### src/hw/pam_regs.vh
// register map, field positions and reset values for the port a pin mux block
`ifndef PAM_REGS_VH
`define PAM_REGS_VH
`define PAM_OFS_LEVELS      12'h000
`define PAM_OFS_LATCH       12'h004
`define PAM_OFS_DIR         12'h008
`define PAM_OFS_ADSEL       12'h00c
`define PAM_OFS_CMP         12'h010
`define PAM_OFS_CVR         12'h014
`define PAM_OFS_OSC         12'h018
`define PAM_RST_LATCH       8'h00
`define PAM_RST_DIR         8'hff
`define PAM_RST_ADSEL       8'h00
`define PAM_RST_CMP         8'h07
`define PAM_RST_CVR         8'h00
`define PAM_RST_OSC         3'h0
`define PAM_ADSEL_MASK      8'h3f
`define PAM_CMP_WMASK       8'h3f
`define PAM_CVR_OE_BIT      6
`define PAM_CMP_COMPARATOR_ONE_RESULT_BIT   6
`define PAM_CMP_COMPARATOR_TWO_RESULT_BIT   7
`define PAM_OSC_LP          3'h0
`define PAM_OSC_XT          3'h1
`define PAM_OSC_HS          3'h2
`define PAM_OSC_RC          3'h3
`define PAM_OSC_RC_OSC_WITH_PORT_PIN        3'h4
`define PAM_OSC_INTERNAL_OSC_WITH_PORT_PIN      3'h5
`define PAM_OSC_INTERNAL_OSC_WITH_CLOCK_OUT      3'h6
`define PAM_OSC_EC          3'h7
`define PAM_OSC_EXT_CLOCK_WITH_PORT_PIN        3'h7
`define PAM_CMP_MODE_OFF    3'h7
`define PAM_CMP_MODE_C1C2O  3'h3
`define PAM_CMP_MODE_C1O    3'h5
`endif

### src/hw/pam_cycle_clk.v
// divide-by-four cycle clock generator
`timescale 1ns/10ps
module pam_cycle_clk
(
    input  wire       pclk,
    input  wire       presetn,
    output reg        cyc_clk
);
    reg [1:0] div_reg;
    always @(posedge pclk or negedge presetn)
    begin
        if (!presetn)
        begin
            div_reg <= 2'h0;
            cyc_clk <= 1'b0;
        end
        else
        begin
            div_reg <= div_reg + 2'h1;
            // high for two of every four cycles
            cyc_clk <= (div_reg == 2'h0 || div_reg == 2'h3) ? 1'b1 : 1'b0;
        end
    end
endmodule // pam_cycle_clk

### src/hw/pam_pin_ctl.v
// per-pin analog/digital decode from the port configuration field
`timescale 1ns/10ps
module pam_pin_ctl
(
    input  wire [3:0] port_config_field,
    output wire [4:0] analog_sel
);
    // analog_sel bit k is analog channel k: pins 0..3 and pin 5
    function [4:0] pcfg_decode;
        input [3:0] f;
        begin
            if (f >= 4'ha)
                pcfg_decode = 5'h00;
            else
                pcfg_decode = 5'h1f >> (f > 4'h5 ? f - 4'h5 : 4'h0);
        end
    endfunction
    assign analog_sel = pcfg_decode(port_config_field);
endmodule // pam_pin_ctl

### src/hw/pam_port_a.v
// port a register file and pin multiplexer with apb slave
//
// The implementer's own choices: the APB slave port and the address map.
`timescale 1ns/10ps
`include "pam_regs.vh"
module pam_port_a
(
    input  wire        pclk,
    input  wire        presetn,
    input  wire        psel,
    input  wire        penable,
    input  wire        pwrite,
    input  wire [11:0] paddr,
    input  wire [31:0] pwdata,
    output wire [31:0] prdata,
    output wire        pready,
    output wire        pslverr,
    input  wire [7:0]  pin_in,
    output reg  [7:0]  pin_out,
    output reg  [7:0]  pin_oe_n,
    input  wire        comparator_one_result,
    input  wire        comparator_two_result,
    output wire [4:0]  analog_channel_en,
    output wire        comparator_one_inv_in_en,
    output wire        comparator_two_noninv_in_en,
    output wire        comparator_reference_output,
    output wire        timer_zero_clock_in,
    output wire        slave_select_in,
    output wire        oscillator_claims_pins
);
    reg  [7:0]  latch_reg;
    reg  [7:0]  dir_reg;
    reg  [7:0]  adsel_reg;
    reg  [7:0]  cmp_reg;
    reg  [7:0]  cvr_reg;
    reg  [2:0]  osc_reg;
    reg  [31:0] rdata_reg;
    wire [4:0]  analog_sel;
    wire        cyc_clk;
    wire        wr_en;
    wire        rd_en;
    wire        pin6_io;
    wire        pin7_io;
    wire        pin6_clkout;
    wire        cvr_oe;
    wire        c1_route;
    wire        c2_route;
    wire [7:0]  io_mask;
    wire [7:0]  dig_in_dis;
    wire [7:0]  levels;
    wire        addr_ok;

    pam_pin_ctl u_pin_ctl
    (
        .port_config_field (adsel_reg[3:0]),
        .analog_sel        (analog_sel)
    );

    pam_cycle_clk u_cycle_clk
    (
        .pclk    (pclk),
        .presetn (presetn),
        .cyc_clk (cyc_clk)
    );

    function addr_known;
        input [11:0] a;
        begin
            addr_known = (a == `PAM_OFS_LEVELS) || (a == `PAM_OFS_LATCH) ||
                         (a == `PAM_OFS_DIR) || (a == `PAM_OFS_ADSEL) ||
                         (a == `PAM_OFS_CMP) || (a == `PAM_OFS_CVR) ||
                         (a == `PAM_OFS_OSC);
        end
    endfunction

    // zero-wait slave; unmapped addresses answer with pslverr
    assign addr_ok = addr_known(paddr);
    assign pready  = 1'b1;
    assign pslverr = psel & penable & ~addr_ok;
    assign wr_en   = psel & penable & pwrite & addr_ok;
    assign rd_en   = psel & ~penable & ~pwrite;
    assign prdata  = rdata_reg;

    // oscillator setting decides who owns pins 6 and 7
    assign pin6_io     = (osc_reg == `PAM_OSC_RC_OSC_WITH_PORT_PIN) || (osc_reg == `PAM_OSC_INTERNAL_OSC_WITH_PORT_PIN) ||
                         (osc_reg == `PAM_OSC_EXT_CLOCK_WITH_PORT_PIN);
    assign pin6_clkout = (osc_reg == `PAM_OSC_RC) ||
                         (osc_reg == `PAM_OSC_INTERNAL_OSC_WITH_CLOCK_OUT);
    // crystal modes, the pure rc mode and the external clock mode use pin 7 as the oscillator input
    assign pin7_io     = (osc_reg == `PAM_OSC_RC_OSC_WITH_PORT_PIN) || (osc_reg == `PAM_OSC_INTERNAL_OSC_WITH_PORT_PIN) ||
                         (osc_reg == `PAM_OSC_INTERNAL_OSC_WITH_CLOCK_OUT);
    assign oscillator_claims_pins = ~pin7_io;
    assign io_mask = {pin7_io, pin6_io, 6'h3f};

    assign cvr_oe   = cvr_reg[`PAM_CVR_OE_BIT];
    assign c1_route = (cmp_reg[2:0] == `PAM_CMP_MODE_C1C2O) ||
                      (cmp_reg[2:0] == `PAM_CMP_MODE_C1O);
    assign c2_route = (cmp_reg[2:0] == `PAM_CMP_MODE_C1C2O);

    // digital input buffer off for analog pins and the reference pin
    assign dig_in_dis = {2'b00, analog_sel[4], 1'b0, analog_sel[3],
                         analog_sel[2] | cvr_oe, analog_sel[1:0]};
    assign levels = pin_in & ~dig_in_dis & io_mask;

    assign analog_channel_en = analog_sel;
    assign comparator_one_inv_in_en    = analog_sel[0];
    assign comparator_two_noninv_in_en = analog_sel[2];
    assign comparator_reference_output = cvr_oe;
    assign timer_zero_clock_in = pin_in[4];
    // select only meaningful while software keeps the pin an input
    assign slave_select_in = pin_in[5] & dir_reg[5];

    always @(posedge pclk or negedge presetn)
    begin
        if (!presetn)
        begin
            latch_reg <= `PAM_RST_LATCH;
            dir_reg   <= `PAM_RST_DIR;
            adsel_reg <= `PAM_RST_ADSEL;
            cmp_reg   <= `PAM_RST_CMP;
            cvr_reg   <= `PAM_RST_CVR;
            osc_reg   <= `PAM_RST_OSC;
        end
        else if (wr_en)
        begin
            case (paddr)
                `PAM_OFS_LEVELS: latch_reg <= pwdata[7:0];
                `PAM_OFS_LATCH:  latch_reg <= pwdata[7:0];
                `PAM_OFS_DIR:    dir_reg   <= pwdata[7:0];
                `PAM_OFS_ADSEL:  adsel_reg <= pwdata[7:0] & `PAM_ADSEL_MASK;
                `PAM_OFS_CMP:    cmp_reg   <= pwdata[7:0] & `PAM_CMP_WMASK;
                `PAM_OFS_CVR:    cvr_reg   <= pwdata[7:0];
                `PAM_OFS_OSC:    osc_reg   <= pwdata[2:0];
                default:         latch_reg <= latch_reg;
            endcase
        end
    end

    // read data captured in the setup cycle, held through the access phase
    always @(posedge pclk or negedge presetn)
    begin
        if (!presetn)
            rdata_reg <= 32'h00000000;
        else if (rd_en)
        begin
            case (paddr)
                `PAM_OFS_LEVELS: rdata_reg <= {24'h000000, levels};
                `PAM_OFS_LATCH:  rdata_reg <= {24'h000000, latch_reg & io_mask};
                `PAM_OFS_DIR:    rdata_reg <= {24'h000000, dir_reg & io_mask};
                `PAM_OFS_ADSEL:  rdata_reg <= {24'h000000, adsel_reg};
                `PAM_OFS_CMP:    rdata_reg <= {24'h000000, comparator_two_result,
                                               comparator_one_result, cmp_reg[5:0]};
                `PAM_OFS_CVR:    rdata_reg <= {24'h000000, cvr_reg};
                `PAM_OFS_OSC:    rdata_reg <= {29'h00000000, osc_reg};
                default:         rdata_reg <= 32'h00000000;
            endcase
        end
    end

    // pin drivers registered; oe low means driving
    always @(posedge pclk or negedge presetn)
    begin
        if (!presetn)
        begin
            pin_out  <= 8'h00;
            pin_oe_n <= 8'hff;
        end
        else
        begin
            pin_out  <= latch_reg;
            pin_oe_n <= dir_reg;
            if (c1_route && !dir_reg[4])
                pin_out[4] <= comparator_one_result;
            if (c2_route && !dir_reg[5])
                pin_out[5] <= comparator_two_result;
            if (cvr_oe)
                pin_oe_n[2] <= 1'b1;
            if (pin6_clkout)
            begin
                pin_out[6]  <= cyc_clk;
                pin_oe_n[6] <= 1'b0;
            end
            else if (!pin6_io)
                pin_oe_n[6] <= 1'b1;
            if (!pin7_io)
                pin_oe_n[7] <= 1'b1;
        end
    end
endmodule // pam_port_a

### config.mk
export PLATFORM = sky130hd
export DESIGN_NAME = pam_port_a
export DESIGN_NICKNAME = d
export VERILOG_FILES = /design/src/hw/pam_cycle_clk.v /design/src/hw/pam_pin_ctl.v /design/src/hw/pam_port_a.v
export VERILOG_INCLUDE_DIRS = /design/src /design/src/hw
export SDC_FILE = /design/constraint.sdc
export NUM_CORES = 1
export LEC_CHECK = 0
export BUFFER_PORTS_ARGS = -buffer_cell sky130_fd_sc_hd__buf_2
export CORE_ASPECT_RATIO = 0.8
export CORE_MARGIN = 5
export CORE_UTILIZATION = 25
export DETAILED_ROUTE_END_ITERATION = 8
export RECOVER_POWER = 25
export SLEW_MARGIN = 25
export SYNTH_ARGS = -nofsm -noshare
export SYNTH_HDL_FRONTEND = slang
export SYNTH_SLANG_ARGS = --single-unit
### constraint.sdc
create_clock -name pclk -period 7.1 [get_ports pclk]
set_input_delay 0.355 -clock pclk [delete_from_list [all_inputs] [get_ports pclk]]
set_output_delay 0.355 -clock pclk [all_outputs]
set_load 0.05 [all_outputs]
Word level (Yosys, flattened, before mapping)
Cells that the tools add are included.
{ "classes": {"magnitude_cmp": 2, "muxes": 11, "n_addsub": 2, "div_mod_pow": 0, "bitwise": 17, "shift": 1, "n_mul": 0, "n_reduce_logical": 25, "eq_ne": 14} }
{ "ops": {"columns": ["cell", "n"], "rows": [
  ["8-bit one-hot mux with 7 select lines", 1],
  ["12-bit by 5-bit == test with 1-bit output (second input constant)", 3],
  ["8-bit bitwise AND", 4],
  ["12-bit by 4-bit == test with 1-bit output (second input constant)", 2],
  ["3-bit == test (second input constant)", 5],
  ["12-bit by 3-bit == test with 1-bit output (second input constant)", 1],
  ["12-bit logical NOT", 1],
  ["1-bit logical OR", 12],
  ["2-bit AND reduction", 6],
  ["1-bit two-way mux", 8],
  ["6-bit inverter with 8-bit output", 1],
  ["1-bit bitwise AND", 7],
  ["3-bit by 2-bit == test with 1-bit output (second input constant)", 2],
  ["5-bit two-way mux", 1],
  ["5-bit by 4-bit right shift with 5-bit output (first input constant)", 1],
  ["4-bit >= comparator (second input constant)", 1],
  ["4-bit by 3-bit > comparator with 1-bit output (second input constant)", 1],
  ["4-bit two-way mux", 1],
  ["1-bit inverter", 4],
  ["4-bit by 3-bit subtractor with 4-bit output (second input constant)", 1],
  ["2-bit by 1-bit adder with 2-bit output (second input constant)", 1],
  ["2-bit == test (second input constant)", 1],
  ["1-bit logical AND", 2],
  ["1-bit logical NOT", 2],
  ["3 further kinds", 3]
]} }
{ "word_totals": {"inputBits": 59, "elab_cells": 83, "ram_bits": 0, "memories": 0, "rom_bits": 0, "register_bits": 90, "latch_bits": 0, "out_inout_bits": 61} }

Depth between registers and ports, before layout
{ "logic_depth": {"depth_word": 9, "ltp_mapped": 8, "ltp_nobuf": 6} }

Cells and area by module
From an unflattened synthesis, not the netlist that was laid out.
{ "hier_totals": {"hier_cells": 283, "hier_area_um2": 3387.0} }
{ "modules_own_cells": {"columns": ["module", "area_per_inst_um2", "instances", "seq_area_each_um2", "cells_each"], "rows": [
  ["pam_port_a", 3120.5, 1, 1600.3, 257],
  ["pam_pin_ctl", 170.2, 1, 0.0, 20],
  ["pam_cycle_clk", 96.3, 1, 75.1, 6]
]} }

Least setup slack after synthesis
Ideal clock, no wire load.
{ "synth_path": {"kind": "reg-to-output", "from": "register adsel_reg[0]", "to": "output port analog_channel_en[2]", "path_stages_with_launch": 9, "arrival_ns": 2.678, "required_time_ns": 6.745, "n_path_buf": 3, "setup_slack_ns": 4.067, "cell_sequence": "dfrtp_1 clkbuf_1 inv_1 ha_1 or3b_2 clkbuf_1 o32ai_1 nor2_1 buf_4"} }
{ "synth_between": {"elab_chain_cells": 4, "word_cells_on_any_way": 6, "classes_between": "1 x add/sub; 2 x order compare; 1 x shift; 2 x mux"} }
{ "synth_lines": {"columns": ["element", "line_no", "source"], "rows": [
  ["from (decl)", "pam_port_a.v:33", "reg [7:0] adsel_reg;"],
  ["from (signal assigned)", "pam_port_a.v:119", "adsel_reg <= `PAM_RST_ADSEL;"],
  ["from (signal assigned)", "pam_port_a.v:130", "`PAM_OFS_ADSEL: adsel_reg <= pwdata[7:0] & `PAM_ADSEL_MASK;"],
  ["4-bit by 3-bit subtractor with 4-bit output or 4-bit by 3-bit > comparator with 1-bit output (tied branches)", "pam_pin_ctl.v:15", "pcfg_decode = 5'h1f >> (f > 4'h5 ? f - 4'h5 : 4'h0);"],
  ["4-bit two-way mux", "pam_pin_ctl.v:15", null],
  ["5-bit by 4-bit right shift with 5-bit output", "pam_pin_ctl.v:15", null],
  ["5-bit two-way mux *", "pam_pin_ctl.v:12", "if (f >= 4'ha)"],
  ["to (decl)", "pam_port_a.v:23", "output wire [4:0] analog_channel_en,"]
]} }
Mark *: on every way between the ends. The rest lies on a longest branch, timed or not.

==> run_results.csv <==
group,metric,value,unit
clock_tree,clkSinkCount,66,
worst_setup_path,slowest_stage,"clkbuf_1",
place,dp_cells,535,
final_layout,diodes,0,
pwr,powerDensity,228.3,mW/mm^2
final_layout,final_nets,428,
worst_setup_path,crit_family,"buffers and inverters",
routing,routedWlPerCell,17.13,um
timing,finalHoldViolations,0,
global_routing,grt_use_total,11.71,%
synthesis,synth-seq-area-share,47.96,%
floorplanning,start_util,25.60,%
floorplanning,io_pins,120,
final_layout,area_growth,21.17,%
worst_setup_path,crit_buf_inv,2,
synthesis,ys_top_cells_by_area,"dfrtp_1 (34%), dfstp_2 (14%), mux2_2 (11%)",
timing,hold_ws,292.1,ps
synthesis,yosysUniqueCellTypes,56,
synthesis,yosysTopAreaCellShare,33.67,%
clock_tree,cts_htree_levels,3,
synthesis,synth_area,0.003493,mm^2
routing,detail-route-antenna-nets,0,
synthesis,synth.ff_latch_count,66,
worst_setup_path,endpoint_kind,"asynchronous set/reset pin",
clock_tree,post_cts_resized,0,
run_status,status,"complete, but fails checks",
place,hpwl,6.937,mm
worst_setup_path,worstSetupPathType,"in -> async",
worst_setup_path,path_cells,"buf_2, clkbuf_1",
worst_setup_path,cp.required,6740,ps
floorplanning,die-area,0.01645,mm^2
routing,num_vias,2475,
worst_setup_path,cp_max_fo,66,
worst_setup_path,max_stage_delay,2460,ps
synthesis,synth.most_common_cell,"dfrtp_1",
pwr,p_total,0.9662,mW
place,numPortBuffers,70,
routing,drt-initial-drc-count,147,
clock_tree,clk-insertion-delay-late,330,ps
synthesis,synth_ff_type,"dfrtp_1",
synthesis,synthTopCellsByCount,"dfrtp_1 (47), mux2_2 (35), buf_4 (28)",
timing,period_share,46.24,%
global_routing,grt_max_degree,67,
global_routing,antenna_found_initial,0,
routing,via_per_inst,4.492,
run_status,violations,"max-capacitance violations, max-slew violations",
global_routing,grt_pass1_wl,14.61,mm
timing,fmax,304.6,MHz
synthesis,ys_async_sr_fraction,100.0,%
pwr,irDropWorstVdd,104.1,uV
floorplanning,die_y,115.7,um
worst_setup_path,startpoint_type,"primary input",
pwr,p_leak,1.997,nW
place,routabilityCongestion,0.8114,
timing,setup_viol,0,
timing,tightest_slew,3502,ps
clock_tree,root_buffer,"clkbuf_16",
global_routing,gr-total-overflow,0,
final_layout,drive_above_1_share,42.32,%
clock_tree,numCtsBuffers,9,
routing,route.detailed.drc,0,
timing,slew_viol_final,67,
clock_tree,cts_hold_buffers,0,
flow_run,cap_violations,1,
global_routing,grt_pass1_vias,2576,
timing,fin_setup_tns,0,ps
worst_hold_path,hp-class,"in -> reg",
floorplanning,core_area,0.01365,mm^2
routing,first_pass_iters,5,
floorplanning,fp.dieW,142.2,um
clock_tree,post-cts-setup-buffers,0,
timing,period_needed,3283,ps
timing,max_slew_margin,-133.5,%
clock_tree,clk_pin_slew,60,ps
final_layout,finalNonFillerCells,551,
routing,routed_wl,9.440,mm
worst_setup_path,crit_arrival,2920,ps
final_layout,post-route-util,31.02,%
clock_tree,tritoncts,"yes",
timing,rsz0062_at_grt,"no",
synthesis,syn_avg_cell_area,11.53,um^2
synthesis,yosys_warnings,0,
synthesis,yosysTopAreaCell,"dfrtp_1",
clock_tree,cts_buffer_depth,2,
timing,finalClockSkew,4.634,ps
synthesis,postSynthCellCount,303,
floorplanning,num_rows,38,
synthesis,synth-edff-count,0,
[power by group]
part	total (mW)	switching (mW)	leakage [nW]	internal [mW]
logic	0.0749	0.0607	0.984	0.0142
clock network	0.514	0.160	0.167	0.353
registers	0.378	0.000374	0.846	0.377
total	0.966	0.221	2.00	0.745
[layout make-up]
| cell class | instances | area, um^2 |
|---|---|---|
| well taps | 180 | 225.2 |
| fillers | 1399 | 9413 |
| flip-flops and latches | 66 | 1675 |
| repair buffers | 73 | 369.1 |
| clock buffers | 12 | 246.5 |
| clock inverters | 4 | 98.84 |
| inverters | 9 | 33.78 |
| multi-input cells | 207 | 1584 |
[routing by layer]
| layer | GRT usage [%] | vias to the layer above | routed length [um] |
|---|---|---|---|
| met4 | 3.772 | 0 | 140 |
| li1 | - | 1159 | - |
| met2 | 17.86 | 98 | 4177 |
| met1 | 16.04 | 1203 | 4375 |
| met5 | 0 | - | 0 |
| met3 | 3.465 | 15 | 746 |
[placed cells by master, fill, tap and decap left out, types with 4 or more instances in the layout]
| master | instances |
|---|---|
| nand3_1 | 5 |
| o2111ai_1 | 4 |
| nor2b_1 | 5 |
| nand2b_1 | 5 |
| mux2_4 | 8 |
| nor4_1 | 6 |
| dfrtp_1 | 47 |
| inv_1 | 9 |
| dfstp_1 | 5 |
| mux2_2 | 35 |
| o2bb2ai_1 | 4 |
| conb_1 | 25 |
| a21oi_1 | 6 |
| nand2_1 | 12 |
| o21ai_0 | 5 |
| buf_2 | 70 |
| dfstp_2 | 14 |
| nor3_1 | 4 |
| or2_2 | 4 |
| mux2i_1 | 16 |
| clkbuf_16 | 9 |
| nor2_1 | 12 |
[kinds of logic (layout without fill, tap and decap cells)]
group | count (synthesis) | in the layout | synth area share [%]
AND/OR/NAND/NOR | 78 | 78 | 13.57
other | 2 | 25 | 0.2150
buffers and inverters | 53 | 98 | 9.169
XOR/XNOR | 3 | 3 | 0.7523
adder cells (fa/ha/maj) | 3 | 3 | 1.075
flip-flops | 66 | 66 | 47.96
AO/OA/AOI/OAI | 39 | 39 | 7.951
multiplexers | 59 | 59 | 19.31
[per-stage QoR]
step           instance area [um^2]  worst slack [ps]
6_report                       4233              3817
5_1_grt                        4233              2997
4_1_cts                        4237              3899
3_5_place_dp                   3891              4043
3_3_place_gp                   3891              4104
2_1_floorplan                  3580              4067
[final timing paths]
check / startpoint / to / slack, ps / cells after the start
max: presetn / pin_out[6]$_DFF_PN0_ / 3820 / 2
min: pwdata[6] / cvr_reg[6]$_DFFE_PN0P_ / 290 / 2
max reg2reg: adsel_reg[0]$_DFFE_PN0P_ / prdata[3]$_DFFE_PN0P_ / 4560 / 6
min reg2reg: dir_reg[1]$_DFFE_PN1P_ / pin_oe_n[1]$_DFF_PN1_ / 380 / 0
max in group pclk: adsel_reg[0]$_DFFE_PN0P_ / analog_channel_en[4] / 3900 / 6
min in group asynchronous: presetn / pin_out[3]$_DFF_PN0_ / 1320 / 2
Note: power is estimated with default switching activity, not from simulation.
